### src/core/dis_pkg.sv
// Package: register map, field positions and command encodings of the DDR init sequencer
package dis_pkg;
   localparam logic [11:0] DIS_ADDR_MODE = 12'h100;
   localparam logic [11:0] DIS_ADDR_CTRL = 12'h104;
   localparam logic [11:0] DIS_ADDR_STAT = 12'h108;
   // Control fields, bit numbers in lsb-0 order
   localparam int DIS_CTRL_MODE_EN = 31;
   localparam int DIS_CTRL_CKE = 30;
   localparam int DIS_CTRL_SOFT_REF = 2;
   localparam int DIS_CTRL_SOFT_PRE = 1;
   localparam logic [31:0] DIS_CTRL_RW_MASK = 32'hfbf7_2f00;
   localparam logic [31:0] DIS_CTRL_RESET = 32'h0000_0000;
   // Mode register fields, lsb-0
   localparam int DIS_MODE_CMD = 16;
   localparam int DIS_MODE_MA_LO = 17;
   localparam int DIS_MODE_BA_LO = 30;
   localparam int DIS_MODE_DLLRST = 26;
   // Status fields
   localparam int DIS_STAT_BUSY = 0;
   localparam int DIS_STAT_READY = 1;
   localparam int DIS_STAT_READ_OK = 2;
   // Timing and AXI response codes
   localparam int DIS_DLL_CYCLES = 200;
   localparam logic [1:0] DIS_RESP_OKAY = 2'b00;
   localparam logic [1:0] DIS_RESP_SLVERR = 2'b10;

   // Command on the memory bus: {ras_n, cas_n, we_n}
   typedef enum logic [2:0] {
      DIS_CMD_NOP = 3'b111,
      DIS_CMD_PRE = 3'b010,
      DIS_CMD_REF = 3'b001,
      DIS_CMD_LMR = 3'b000
   } dis_cmd_t;

   typedef struct packed {
      logic cke;
      logic [1:0] cs_n;
      dis_cmd_t cmd;
      logic [1:0] ba;
      logic [12:0] ma;
   } dis_mem_t;

   typedef struct packed {
      logic [11:0] awaddr;
      logic awvalid;
      logic [31:0] wdata;
      logic [3:0] wstrb;
      logic wvalid;
      logic bready;
      logic [11:0] araddr;
      logic arvalid;
      logic rready;
   } dis_axi_req_t;

   typedef struct packed {
      logic awready;
      logic wready;
      logic [1:0] bresp;
      logic bvalid;
      logic arready;
      logic [31:0] rdata;
      logic [1:0] rresp;
      logic rvalid;
   } dis_axi_rsp_t;
endpackage : dis_pkg

### src/core/dis_cmd_issuer.sv
// Command issuer: drives one memory command for a cycle, then NOPs for a hold time
`timescale 1ns/1ps
`default_nettype none
module dis_cmd_issuer #(
   parameter int HOLD_CYCLES = 8
) (
   input wire logic clock,
   input wire logic resetn,
   input wire logic start,
   input wire dis_pkg::dis_cmd_t start_cmd,
   input wire logic [1:0] start_ba,
   input wire logic [12:0] start_ma,
   output dis_pkg::dis_cmd_t cmd,
   output logic [1:0] ba,
   output logic [12:0] ma,
   output logic busy
);
   import dis_pkg::*;
   localparam int CW = $clog2(HOLD_CYCLES + 1);
   dis_cmd_t cmd_reg, cmd_next;
   logic [1:0] ba_reg, ba_next;
   logic [12:0] ma_reg, ma_next;
   logic [CW-1:0] cnt_reg, cnt_next;

   always_comb begin
      cmd_next = DIS_CMD_NOP;
      ba_next = 2'h0;
      ma_next = 13'h0;
      cnt_next = cnt_reg;
      if (cnt_reg != '0) begin
         cnt_next = cnt_reg - CW'(1);
      end else if (start) begin
         cmd_next = start_cmd;
         ba_next = start_ba;
         ma_next = start_ma;
         cnt_next = CW'(HOLD_CYCLES);
      end
   end

   always_ff @(posedge clock or negedge resetn) begin
      if (!resetn) begin
         cmd_reg <= DIS_CMD_NOP;
         ba_reg <= 2'h0;
         ma_reg <= 13'h0;
         cnt_reg <= '0;
      end else begin
         cmd_reg <= cmd_next;
         ba_reg <= ba_next;
         ma_reg <= ma_next;
         cnt_reg <= cnt_next;
      end
   end

   assign cmd = cmd_reg;
   assign ba = ba_reg;
   assign ma = ma_reg;
   assign busy = (cnt_reg != '0);
endmodule : dis_cmd_issuer
`default_nettype wire

### src/core/dis_init_seq.sv
// DDR init sequencer: AXI4-Lite control and mode registers driving the memory command bus
//
// Added by the designer: the AXI4-Lite slave port and the placing of the registers.
`timescale 1ns/1ps
`default_nettype none
module dis_init_seq #(
   parameter int HOLD_CYCLES = 8
) (
   input wire logic clock,
   input wire logic resetn,
   input wire dis_pkg::dis_axi_req_t axi_req,
   output dis_pkg::dis_axi_rsp_t axi_rsp,
   output dis_pkg::dis_mem_t mem,
   output logic mem_clk,
   output logic mem_clk_n,
   output logic mem_ready,
   output logic read_allowed
);
   import dis_pkg::*;

   typedef enum logic [2:0] {
      DIS_ST_IDLE = 3'b000,
      DIS_ST_PRE1 = 3'b001,
      DIS_ST_EMR = 3'b010,
      DIS_ST_MR = 3'b011,
      DIS_ST_PRE2 = 3'b100,
      DIS_ST_REFS = 3'b101,
      DIS_ST_DONE = 3'b110
   } dis_state_t;

   // AXI slave state
   logic [11:0] awaddr_reg, awaddr_next;
   logic aw_full_reg, aw_full_next;
   logic [31:0] wdata_reg, wdata_next;
   logic [3:0] wstrb_reg, wstrb_next;
   logic w_full_reg, w_full_next;
   logic bvalid_reg, bvalid_next;
   logic [1:0] bresp_reg, bresp_next;
   logic rvalid_reg, rvalid_next;
   logic [31:0] rdata_reg, rdata_next;
   logic [1:0] rresp_reg, rresp_next;
   logic awready_reg, wready_reg, arready_reg;
   // Register and sequencing state
   logic [31:0] ctrl_reg, ctrl_next;
   logic cke_reg, cke_next;
   logic clk_reg, clk_n_reg;
   logic [1:0] cs_n_reg, cs_n_next;
   dis_state_t st_reg, st_next;
   logic [1:0] refs_reg, refs_next;
   logic [7:0] dll_cnt_reg, dll_cnt_next;
   logic dll_wait_reg, dll_wait_next;
   logic ready_reg, ready_next;
   logic read_ok_reg, read_ok_next;
   // Issuer handshake
   logic iss_start;
   dis_cmd_t iss_cmd_in, iss_cmd;
   logic [1:0] iss_ba_in, iss_ba;
   logic [12:0] iss_ma_in, iss_ma;
   logic iss_busy;

   logic wr_fire, rd_fire;
   logic [31:0] wmask, ctrl_wr;
   logic mode_en;

   always_comb begin
      for (int i = 0; i < 4; i++) begin
         wmask[i*8 +: 8] = {8{wstrb_reg[i]}};
      end
   end

   assign wr_fire = aw_full_reg && w_full_reg && !bvalid_reg;
   assign rd_fire = axi_req.arvalid && !rvalid_reg;
   assign mode_en = ctrl_reg[DIS_CTRL_MODE_EN];
   assign ctrl_wr = (ctrl_reg & ~wmask) | (wdata_reg & wmask);

   // AXI4-Lite channels
   always_comb begin
      awaddr_next = awaddr_reg;
      aw_full_next = aw_full_reg;
      wdata_next = wdata_reg;
      wstrb_next = wstrb_reg;
      w_full_next = w_full_reg;
      bvalid_next = bvalid_reg;
      bresp_next = bresp_reg;
      rvalid_next = rvalid_reg;
      rdata_next = rdata_reg;
      rresp_next = rresp_reg;
      if (axi_req.awvalid && !aw_full_reg) begin
         awaddr_next = axi_req.awaddr;
         aw_full_next = 1'b1;
      end
      if (axi_req.wvalid && !w_full_reg) begin
         wdata_next = axi_req.wdata;
         wstrb_next = axi_req.wstrb;
         w_full_next = 1'b1;
      end
      if (wr_fire) begin
         aw_full_next = 1'b0;
         w_full_next = 1'b0;
         bvalid_next = 1'b1;
         bresp_next = (awaddr_reg == DIS_ADDR_MODE || awaddr_reg == DIS_ADDR_CTRL ||
            awaddr_reg == DIS_ADDR_STAT) ? DIS_RESP_OKAY : DIS_RESP_SLVERR;
      end else if (bvalid_reg && axi_req.bready) begin
         bvalid_next = 1'b0;
      end
      if (rd_fire) begin
         rvalid_next = 1'b1;
         rresp_next = DIS_RESP_OKAY;
         unique case (axi_req.araddr)
            DIS_ADDR_MODE: rdata_next = 32'h0;
            DIS_ADDR_CTRL: rdata_next = ctrl_reg;
            DIS_ADDR_STAT: begin
               rdata_next = 32'h0;
               rdata_next[DIS_STAT_BUSY] = iss_busy;
               rdata_next[DIS_STAT_READY] = ready_reg;
               rdata_next[DIS_STAT_READ_OK] = read_ok_reg;
            end
            default: begin
               rdata_next = 32'h0;
               rresp_next = DIS_RESP_SLVERR;
            end
         endcase
      end else if (rvalid_reg && axi_req.rready) begin
         rvalid_next = 1'b0;
      end
   end

   // Register writes and command triggers
   always_comb begin
      ctrl_next = ctrl_reg;
      iss_start = 1'b0;
      iss_cmd_in = DIS_CMD_NOP;
      iss_ba_in = 2'h0;
      iss_ma_in = 13'h0;
      if (wr_fire && awaddr_reg == DIS_ADDR_CTRL) begin
         ctrl_next = ctrl_wr & DIS_CTRL_RW_MASK;
         // Triggers act only when unlocked, the memory is awake and no command is in flight
         if (mode_en && cke_reg && !iss_busy) begin
            if (ctrl_wr[DIS_CTRL_SOFT_PRE]) begin
               iss_start = 1'b1;
               iss_cmd_in = DIS_CMD_PRE;
               iss_ma_in[10] = 1'b1;
            end else if (ctrl_wr[DIS_CTRL_SOFT_REF]) begin
               iss_start = 1'b1;
               iss_cmd_in = DIS_CMD_REF;
            end
         end
      end else if (wr_fire && awaddr_reg == DIS_ADDR_MODE) begin
         if (mode_en && cke_reg && !iss_busy && wdata_reg[DIS_MODE_CMD]) begin
            iss_start = 1'b1;
            iss_cmd_in = DIS_CMD_LMR;
            iss_ba_in = wdata_reg[DIS_MODE_BA_LO +: 2];
            iss_ma_in = {1'b0, wdata_reg[DIS_MODE_MA_LO +: 12]};
         end
      end
   end

   // Clock enable, chip selects and init progress
   always_comb begin
      cke_next = ctrl_reg[DIS_CTRL_CKE];
      cs_n_next = iss_start ? 2'b00 : 2'b11;
      st_next = st_reg;
      refs_next = refs_reg;
      ready_next = ready_reg;
      dll_wait_next = dll_wait_reg;
      dll_cnt_next = dll_cnt_reg;
      read_ok_next = read_ok_reg;
      if (dll_wait_reg) begin
         if (dll_cnt_reg == 8'(DIS_DLL_CYCLES - 1)) begin
            dll_wait_next = 1'b0;
            read_ok_next = 1'b1;
         end else begin
            dll_cnt_next = dll_cnt_reg + 8'h1;
         end
      end
      if (iss_start) begin
         unique case (st_reg)
            DIS_ST_IDLE: if (iss_cmd_in == DIS_CMD_PRE) st_next = DIS_ST_PRE1;
            DIS_ST_PRE1: if (iss_cmd_in == DIS_CMD_LMR) st_next = DIS_ST_EMR;
            DIS_ST_EMR: if (iss_cmd_in == DIS_CMD_LMR && iss_ma_in[8]) st_next = DIS_ST_MR;
            DIS_ST_MR: begin
               if (iss_cmd_in == DIS_CMD_PRE) st_next = DIS_ST_PRE2;
               if (iss_cmd_in == DIS_CMD_REF) refs_next = refs_reg + 2'h1;
            end
            DIS_ST_PRE2: if (iss_cmd_in == DIS_CMD_REF) refs_next = refs_reg + 2'h1;
            DIS_ST_REFS: ;
            DIS_ST_DONE: ;
            default: st_next = DIS_ST_IDLE;
         endcase
         if (st_reg == DIS_ST_PRE2 && refs_reg >= 2'h1 && iss_cmd_in == DIS_CMD_REF) begin
            st_next = DIS_ST_REFS;
         end
         if (st_reg == DIS_ST_PRE2 && refs_reg >= 2'h2 && iss_cmd_in == DIS_CMD_LMR) begin
            st_next = DIS_ST_DONE;
         end
         if (st_reg == DIS_ST_REFS && iss_cmd_in == DIS_CMD_LMR && !iss_ma_in[8]) begin
            st_next = DIS_ST_DONE;
         end
         if (iss_cmd_in == DIS_CMD_LMR && iss_ma_in[8]) begin
            dll_wait_next = 1'b1;
            dll_cnt_next = 8'h0;
            read_ok_next = 1'b0;
         end
      end
      // Ready after final load and its hold time
      if (st_reg == DIS_ST_DONE && !iss_busy && !iss_start) begin
         ready_next = 1'b1;
      end
      if (!cke_reg) begin
         ready_next = 1'b0;
      end
   end

   dis_cmd_issuer #(
      .HOLD_CYCLES(HOLD_CYCLES)
   ) u_issuer (
      .clock(clock),
      .resetn(resetn),
      .start(iss_start),
      .start_cmd(iss_cmd_in),
      .start_ba(iss_ba_in),
      .start_ma(iss_ma_in),
      .cmd(iss_cmd),
      .ba(iss_ba),
      .ma(iss_ma),
      .busy(iss_busy)
   );

   always_ff @(posedge clock or negedge resetn) begin
      if (!resetn) begin
         awaddr_reg <= 12'h0;
         aw_full_reg <= 1'b0;
         wdata_reg <= 32'h0;
         wstrb_reg <= 4'h0;
         w_full_reg <= 1'b0;
         bvalid_reg <= 1'b0;
         bresp_reg <= DIS_RESP_OKAY;
         rvalid_reg <= 1'b0;
         rdata_reg <= 32'h0;
         rresp_reg <= DIS_RESP_OKAY;
         ctrl_reg <= DIS_CTRL_RESET;
         cke_reg <= 1'b0;
         cs_n_reg <= 2'b11;
         st_reg <= DIS_ST_IDLE;
         refs_reg <= 2'h0;
         dll_cnt_reg <= 8'h0;
         dll_wait_reg <= 1'b0;
         ready_reg <= 1'b0;
         read_ok_reg <= 1'b0;
         awready_reg <= 1'b1;
         wready_reg <= 1'b1;
         arready_reg <= 1'b1;
      end else begin
         awaddr_reg <= awaddr_next;
         aw_full_reg <= aw_full_next;
         wdata_reg <= wdata_next;
         wstrb_reg <= wstrb_next;
         w_full_reg <= w_full_next;
         bvalid_reg <= bvalid_next;
         bresp_reg <= bresp_next;
         rvalid_reg <= rvalid_next;
         rdata_reg <= rdata_next;
         rresp_reg <= rresp_next;
         ctrl_reg <= ctrl_next;
         cke_reg <= cke_next;
         cs_n_reg <= cs_n_next;
         st_reg <= st_next;
         refs_reg <= refs_next;
         dll_cnt_reg <= dll_cnt_next;
         dll_wait_reg <= dll_wait_next;
         ready_reg <= ready_next;
         read_ok_reg <= read_ok_next;
         awready_reg <= !aw_full_next;
         wready_reg <= !w_full_next;
         arready_reg <= !rvalid_next;
      end
   end

   // Free-running memory clock at half the system rate
   always_ff @(posedge clock or negedge resetn) begin
      if (!resetn) begin
         clk_reg <= 1'b0;
         clk_n_reg <= 1'b1;
      end else begin
         clk_reg <= ~clk_reg;
         clk_n_reg <= clk_reg;
      end
   end

   assign axi_rsp.awready = awready_reg;
   assign axi_rsp.wready = wready_reg;
   assign axi_rsp.bvalid = bvalid_reg;
   assign axi_rsp.bresp = bresp_reg;
   assign axi_rsp.arready = arready_reg;
   assign axi_rsp.rvalid = rvalid_reg;
   assign axi_rsp.rdata = rdata_reg;
   assign axi_rsp.rresp = rresp_reg;
   assign mem.cke = cke_reg;
   assign mem.cs_n = cs_n_reg;
   assign mem.cmd = iss_cmd;
   assign mem.ba = iss_ba;
   assign mem.ma = iss_ma;
   assign mem_clk = clk_reg;
   assign mem_clk_n = clk_n_reg;
   assign mem_ready = ready_reg;
   assign read_allowed = read_ok_reg;
endmodule : dis_init_seq
`default_nettype wire

### config.mk
export PLATFORM = sky130hd
export DESIGN_NAME = dis_init_seq
export DESIGN_NICKNAME = d
export VERILOG_FILES = /design/src/core/dis_pkg.sv /design/src/core/dis_cmd_issuer.sv /design/src/core/dis_init_seq.sv
export SDC_FILE = /design/constraint.sdc
export NUM_CORES = 1
export LEC_CHECK = 0
export BUFFER_PORTS_ARGS = -buffer_cell sky130_fd_sc_hd__clkbuf_2
export CAP_MARGIN = 30
export CORE_MARGIN = 3
export CORE_UTILIZATION = 53
export CTS_BUF_LIST = sky130_fd_sc_hd__clkbuf_4 sky130_fd_sc_hd__clkbuf_8 sky130_fd_sc_hd__clkbuf_16
export CTS_CLUSTER_SIZE = 25
export DETAILED_ROUTE_END_ITERATION = 8
export GPL_TIMING_DRIVEN = 0
export PLACE_DENSITY = 0.79
export SLEW_MARGIN = 5
export SYNTH_ARGS = -nofsm -noshare
export SYNTH_HDL_FRONTEND = slang
export SYNTH_SLANG_ARGS = --single-unit
### constraint.sdc
create_clock -name clock -period 2.5 [get_ports clock]
set_input_delay 0.5 -clock clock [delete_from_list [all_inputs] [get_ports clock]]
set_output_delay 0.5 -clock clock [all_outputs]
set_load 0.02 [all_outputs]
==> results of run 1 <==
## power by group through the flow
stage / Clock, mW / Combinational (mW) / Sequential [mW]
floorplan: 0 / 0.644 / 2.74
global placement: 0 / 0.805 / 2.81
detailed placement: 0 / 0.856 / 2.85
CTS: 2.74 / 0.873 / 2.83
global route: 2.85 / 0.945 / 2.87
finish: 2.71 / 0.858 / 2.83
## per-layer routing
metal	GRT usage	wire (µm)	vias to the layer above
li1	-	-	1774
met1	0.2640	4893	1898
met2	0.3845	6358	131
met3	0.05970	787	16
met4	0.08386	161	0
met5	0	0	-
## per-stage QoR
step                      setup TNS [ns]  power, mW    util  setup WS, ns
after global routing                   0      6.668  0.7006        0.1754
after global placement           -115.75      3.619  0.6310       -0.9443
after CTS                              0      6.436  0.7006        0.2854
after detailed placement               0      3.703  0.6346        0.1829
final                                  0      6.398  0.7006        0.2834
after floorplan                        0      3.383       -        0.6353
## Yosys cell counts, types with 2 or more instances
cell and n:
sky130_fd_sc_hd__dfstp_2 8, sky130_fd_sc_hd__buf_6 2, sky130_fd_sc_hd__o21ai_1 2, sky130_fd_sc_hd__nand2b_1 6, sky130_fd_sc_hd__nand2_1 19, sky130_fd_sc_hd__inv_1 11
sky130_fd_sc_hd__and2_1 2, sky130_fd_sc_hd__nor4_1 2, sky130_fd_sc_hd__buf_1 2, sky130_fd_sc_hd__buf_2 2, sky130_fd_sc_hd__buf_4 23, sky130_fd_sc_hd__nor4_4 2
sky130_fd_sc_hd__nand3_1 4, sky130_fd_sc_hd__and3_2 4, sky130_fd_sc_hd__dfrtp_1 122, sky130_fd_sc_hd__ha_1 3, sky130_fd_sc_hd__a211oi_1 3, sky130_fd_sc_hd__and3_1 10
sky130_fd_sc_hd__xor2_1 5, sky130_fd_sc_hd__nor2b_1 3, sky130_fd_sc_hd__a22o_1 21, sky130_fd_sc_hd__a21oi_1 13, sky130_fd_sc_hd__xnor2_1 2, sky130_fd_sc_hd__mux2_2 58
sky130_fd_sc_hd__o21ai_0 8, sky130_fd_sc_hd__nor2_1 21, sky130_fd_sc_hd__clkbuf_1 7, sky130_fd_sc_hd__nand4_1 8, sky130_fd_sc_hd__nor3_1 4, sky130_fd_sc_hd__and4_1 2
## worst paths after layout
kind,endpoint,startpoint,slack (ns),cells after the start
max,refs_reg[1],awaddr_reg[1],0.28,7
min,bvalid_reg,axi_req[14],0.16,2
max reg2reg,refs_reg[1],awaddr_reg[1],0.28,7
min reg2reg,cke_reg,register,0.40,0
max in group asynchronous,cs_n_reg[0],resetn,1.23,3
min in group asynchronous,rdata_reg[23],resetn,0.51,2
## final cells by class
| cell class | instances | area [µm²] | share of cell area |
|---|---|---|---|
| clock inverter | 14 | 225.2 | 0.03229 |
| timing repair buffer | 112 | 596.8 | 0.08558 |
| multi-input combinational | 254 | 2012 | 0.2885 |
| tap | 133 | 166.4 | 0.02386 |
| clock buffer | 18 | 421.7 | 0.06046 |
| buffer | 37 | 247.7 | 0.03552 |
| inverter | 11 | 41.29 | 0.005920 |
| sequential | 130 | 3263 | 0.4679 |
## worst max-delay path, cell delays in order, from the launching register on
cell and delay, ns:
sky130_fd_sc_hd__dfrtp_1 0.41, sky130_fd_sc_hd__nor4b_4 0.37, sky130_fd_sc_hd__and4_4 0.31, sky130_fd_sc_hd__buf_4 0.18
sky130_fd_sc_hd__nand4_1 0.20, sky130_fd_sc_hd__o41ai_1 0.38, sky130_fd_sc_hd__o2bb2ai_1 0.17, sky130_fd_sc_hd__a21oi_1 0.07
## cells in the final DEF, fill, tap and decap left out, drive strengths merged, types with 6 or more instances in the layout
cell type / instances
mux2: 58
dfrtp: 122
conb: 13
inv: 16
nand4: 8
nand2: 19
dfstp: 8
and3: 14
a21oi: 14
clkbuf: 135
buf: 30
o21ai: 10
a22o: 22
nor2: 22
nand2b: 6
## cells by family after synthesis
group                    Yosys count  share of synthesized area
AO/OA/AOI/OAI                     68                    0.09703
multiplexers                      58                     0.1183
flip-flops                       130                     0.5912
other                              1                  0.0006795
adder cells (fa/ha/maj)            3                   0.006802
AND/OR/NAND/NOR                  105                     0.1224
XOR/XNOR                           7                    0.01111
buffers and inverters             48                    0.05237
==> results.md, run 1 <==
* Buffers added on ports at 110
* Hold/Removal Path Class: in2reg
* Vias per cell at 5.386
* Largest voltage drop on the vdd net at 0.7029 mV
* Overall die height at 108.0 µm
* Period utilisation layout at 0.8866
* Worst Max-Slew Pin Slew at 0.6609 ns
* F_max at 0.4511 GHz
* Global routing usage summed across all routing layers at 0.2216
* Fin cells at 709
* Power per unit of standard cell area at 917.4 mW/mm²
* Maximum number of pins on one net before global-route repair at 79
* Crit path capture type: register
* Synth Flop Type: sky130_fd_sc_hd__dfrtp_1
* Critical path startpoint category: register
* Clock tree from TritonCTS: built
* Initial core utilization at 0.5544
* Average detailed-routed wire length per instance at 17.21 µm
* Wirelength, routed at 12200 µm
* Number of pins exceeding their max-slew limit in the final report at 0
* Last weighted congestion value of the routability-driven placer at 0.8752
* Number of resized instances in the post-cts repair step at 0
* Placement Rows at 36
* First-pass GRT wire length at 19870 µm
* Critical Setup Path Class: reg2reg
* Switching power summed over all nets at 1.668 mW
* Detailed placer's ending HPWL at 8302 µm
* CP Data Arrival Time at 2.60 ns
* Initial antenna violation count at 0
* Top Ports at 133
* Drc violations at 0
* Post-synthesis sequential area ratio at 0.5912
* Area overhead of the layout relative to synthesis at 26.37%
* Flip-flop and latch count after synthesis at 130
* Top area cells in the synthesized netlist: sky130_fd_sc_hd__dfrtp_1 55%, sky130_fd_sc_hd__mux2_2 12%, sky130_fd_sc_hd__dfstp_2 3.8%
* # setup viols final at 0
* ANT nets after route at 0
* Post-Syn Area at 0.005519 mm²
* Power share of the clock group at 0.424
* Cell total after placement at 676
* Switching part of the total at 0.2607
* Number of global-route vias before repair at 4009
* Core Footprint at 0.009955 mm²
* Diodes inserted at 0
* Clk Latency, worst-skew pair at 0.52 ns
* Share of cells above drive strength 1 at 0.4549
* Number of cells produced by synthesis at 420
* Placement-stage cell area at 0.006317 mm²
* Share of power burned in combinational logic at 0.134
* Setup repair after global routing missed its margin: false
* Area fraction of the dominant cell type after synthesis at 0.5532
* Post-cts hold buffer count at 1
* Share of flip-flops with an asynchronous set or reset after synthesis at 1.000
* Worst clock skew at 0.01149 ns
* Post-CTS setup repair buffer count at 0
* Min cycle time layout at 2.217 ns
* Count of flip-flops with a built-in enable after synthesis at 0
* Clock sink count at 130
* First-pass iteration count of the detailed router at 4
* Peak fanout along the critical path at 10
* Count of endpoints failing hold in the final timing report at 0
* DRC marker count from the first detailed-route iteration at 157
* Count of fill cells added during filler insertion at 688
* Yosys top cell by area: sky130_fd_sc_hd__dfrtp_1
* Die Span X at 108.0 µm
* Cell-internal power at 4.730 mW
* Reg power frac at 0.442
* TritonCTS Buffers at 17
* Buffer type at the clock tree root: sky130_fd_sc_hd__clkbuf_8
* Standby leakage power at 3.447 nW
* Post-synthesis average cell area at 13.14 µm²
* Layout Cell Area excl Fill at 0.006974 mm²
* Status: completed
* Overflow after GRT at 0
* CP Data Required Time at 2.89 ns
* Distinct cell type count of the synthesized netlist at 71
* Number of maximum-capacitance constraint violations at 0
* Via count at 3819
* Worst hold slack after final layout at 0.1613 ns
* Maximum buffer depth of the clock tree at 2
* Clock-pin slew reported for the worst setup and hold paths after clock tree synthesis at 0.06 ns
* Net count of the finished layout at 633
* Yosys warning count at 0
* Slew Limit Headroom at 0.5594
* Die ar. at 0.01167 mm²
* Total number of H-tree levels at 4
Power figures use the tool's default switching activity.
==> inputs of run 2 (changes only) <==
==> constraint.sdc (replaced) <==
create_clock -name clock -period 2.5 [get_ports clock]
set_input_delay 0.125 -clock clock [delete_from_list [all_inputs] [get_ports clock]]
set_output_delay 0.125 -clock clock [all_outputs]
set_load 0.02 [all_outputs]
==> run 2 against run 1 <==
  * Clock power barely moved
  * Combinational power increased by 8.5%
  * Final cell count rose by 6.5%
  * Largest cell class unchanged
==> results.md, run 2 (synthesized netlist as in run 1, its figures left out) <==
* Worst hold slack after final layout at 0.05108 ns
* Area taken by multi-input logic gates at 0.002012 mm²
* # setup viols final at 0
* Cell count of the worst reg-to-reg path at 7
* Peak fanout along the critical path at 10
* Count of endpoints failing hold in the final timing report at 0
* Core Footprint at 0.009955 mm²
* Total number of H-tree levels at 4
* Number of pins exceeding their max-slew limit in the final report at 0
* Critical register-to-register path startpoint: awaddr_reg[1]
* Maximum buffer depth of the clock tree at 2
* CP Data Arrival Time at 2.59 ns
* Number of resized instances in the post-cts repair step at 0
* Clock tree from TritonCTS: built
* Count of fill cells added during filler insertion at 611
* TritonCTS Buffers at 17
* Period utilisation layout at 0.8800
* Last weighted congestion value of the routability-driven placer at 0.8752
* Worst Setup SP: awaddr_reg[1]
* Wirelength, routed at 13330 µm
* Most frequent cells in the layout: 122 x sky130_fd_sc_hd__dfrtp_1, 109 x sky130_fd_sc_hd__clkbuf_2, 58 x sky130_fd_sc_hd__mux2_2, 47 x sky130_fd_sc_hd__dlygate4sd3_1, 23 x sky130_fd_sc_hd__buf_4
* Hold/Removal Path Class: in2reg
* Post-cts hold buffer count at 47
* Overflow after GRT at 0
* Placement Rows at 36
* Post-CTS setup repair buffer count at 0
* Detailed placer's ending HPWL at 8302 µm
* Hold Crit Start: axi_req[5]
* Worst hold stages at 3
* Number of maximum-capacitance constraint violations at 0
* Clock sink count at 130
* Average detailed-routed wire length per instance at 17.66 µm
* Largest voltage drop on the vdd net at 0.7450 mV
* Status: completed
* Share of cells above drive strength 1 at 0.4212
* First-pass GRT wire length at 21650 µm
* Min cycle time layout at 2.200 ns
* Vias per cell at 5.442
* Via count at 4109
* Net count of the finished layout at 679
* F_max at 0.4546 GHz
* Overall die height at 108.0 µm
* Most frequent standard cell in the layout excluding fill and tap cells: sky130_fd_sc_hd__dfrtp_1
* CP Data Required Time at 2.89 ns
* Global routing usage summed across all routing layers at 0.2422
* Setup repair after global routing missed its margin: false
* Standby leakage power at 3.642 nW
* Top Ports at 133
* Area overhead of the layout relative to synthesis at 34.71%
* Crit path capture type: register
* Critical Setup Path Class: reg2reg
* ANT nets after route at 0
* Maximum number of pins on one net before global-route repair at 79
* Die Span X at 108.0 µm
* Die ar. at 0.01167 mm²
* Initial core utilization at 0.5544
* Clock-pin slew reported for the worst setup and hold paths after clock tree synthesis at 0.07 ns
* Slew Limit Headroom at 0.5514
* Sequential cell area at 0.003263 mm²
* First-pass iteration count of the detailed router at 4
* Clk Latency, worst-skew pair at 0.52 ns
* Min setup slack post-route at 0.3001 ns
* Initial antenna violation count at 0
* Buffer type at the clock tree root: sky130_fd_sc_hd__clkbuf_8
* Diodes inserted at 0
* Buffers added on ports at 110
* Number of global-route vias before repair at 4269
* DRC marker count from the first detailed-route iteration at 238
* Power per unit of standard cell area at 874.0 mW/mm²
* Worst clock skew at 0.01268 ns
* Worst Max-Slew Pin Slew at 0.6728 ns
* Drc violations at 0
* Worst setup slack before clock tree synthesis at 0.3004 ns
* Critical path startpoint category: register
-- run 2: changes by cell type in the layout (fill, tap and decap cells not counted) --
cell	before	now
sky130_fd_sc_hd__dlygate4sd3_1	1	47
-- run 2: layout make-up --
| type | instances | area share |
|---|---|---|
| Buffer | 37 | 0.03332 |
| Clock inverter | 14 | 0.03029 |
| Timing Repair Buffer | 158 | 0.1422 |
| Multi-Input combinational cell | 254 | 0.2706 |
| Tap cell | 133 | 0.02238 |
| Inverter | 11 | 0.005554 |
| Sequential cell | 130 | 0.4389 |
| Clock buffer | 18 | 0.05671 |
-- run 2: layer usage --
metal	GRT usage	share of wire	up-vias
met3	0.05612	0.064	21
met1	0.2870	0.39	2054
met4	0.09558	0.018	0
met5	0	0	-
li1	-	-	1869
met2	0.4267	0.53	165
-- run 2: report_power, final --
part | leakage, nW | total [mW] | internal [mW] | switching [mW]
combinational | 1.65 | 0.931 | 0.534 | 0.397
clock | 0.319 | 2.73 | 1.75 | 0.975
sequential | 1.68 | 2.84 | 2.49 | 0.347
-- run 2: worst paths after layout --
kind / endpoint / slack [ns]
worst max-delay path: refs_reg[1] / 0.30
min in group asynchronous: rdata_reg[23] / 0.13
worst max register to register: refs_reg[1] / 0.30
worst min-delay path: rdata_reg[13] / 0.05
worst min register to register: cke_reg / 0.41
max in group asynchronous: cs_n_reg[0] / 1.61
-- run 2: critical path, cell delays in order, from the launching register on --
cell and delay (ns):
sky130_fd_sc_hd__dfrtp_1 0.41, sky130_fd_sc_hd__nor4b_4 0.36, sky130_fd_sc_hd__and4_4 0.31, sky130_fd_sc_hd__buf_4 0.18, sky130_fd_sc_hd__nand4_1 0.20, sky130_fd_sc_hd__o41ai_1 0.37, sky130_fd_sc_hd__o2bb2ai_1 0.17, sky130_fd_sc_hd__a21oi_1 0.07
-- run 2: through the flow --
stage                       util  std cells  area [µm²]  TNS, ns  total power [mW]
final                     0.7469        755        7435        0             6.498
after floorplan                -        432        5564        0             3.383
after CTS                 0.7469        755        7435        0             6.493
after global routing      0.7469        755        7435        0             6.742
after detailed placement  0.6346        676        6317        0             3.703
after global placement    0.6310        675        6281   -68.73             3.619
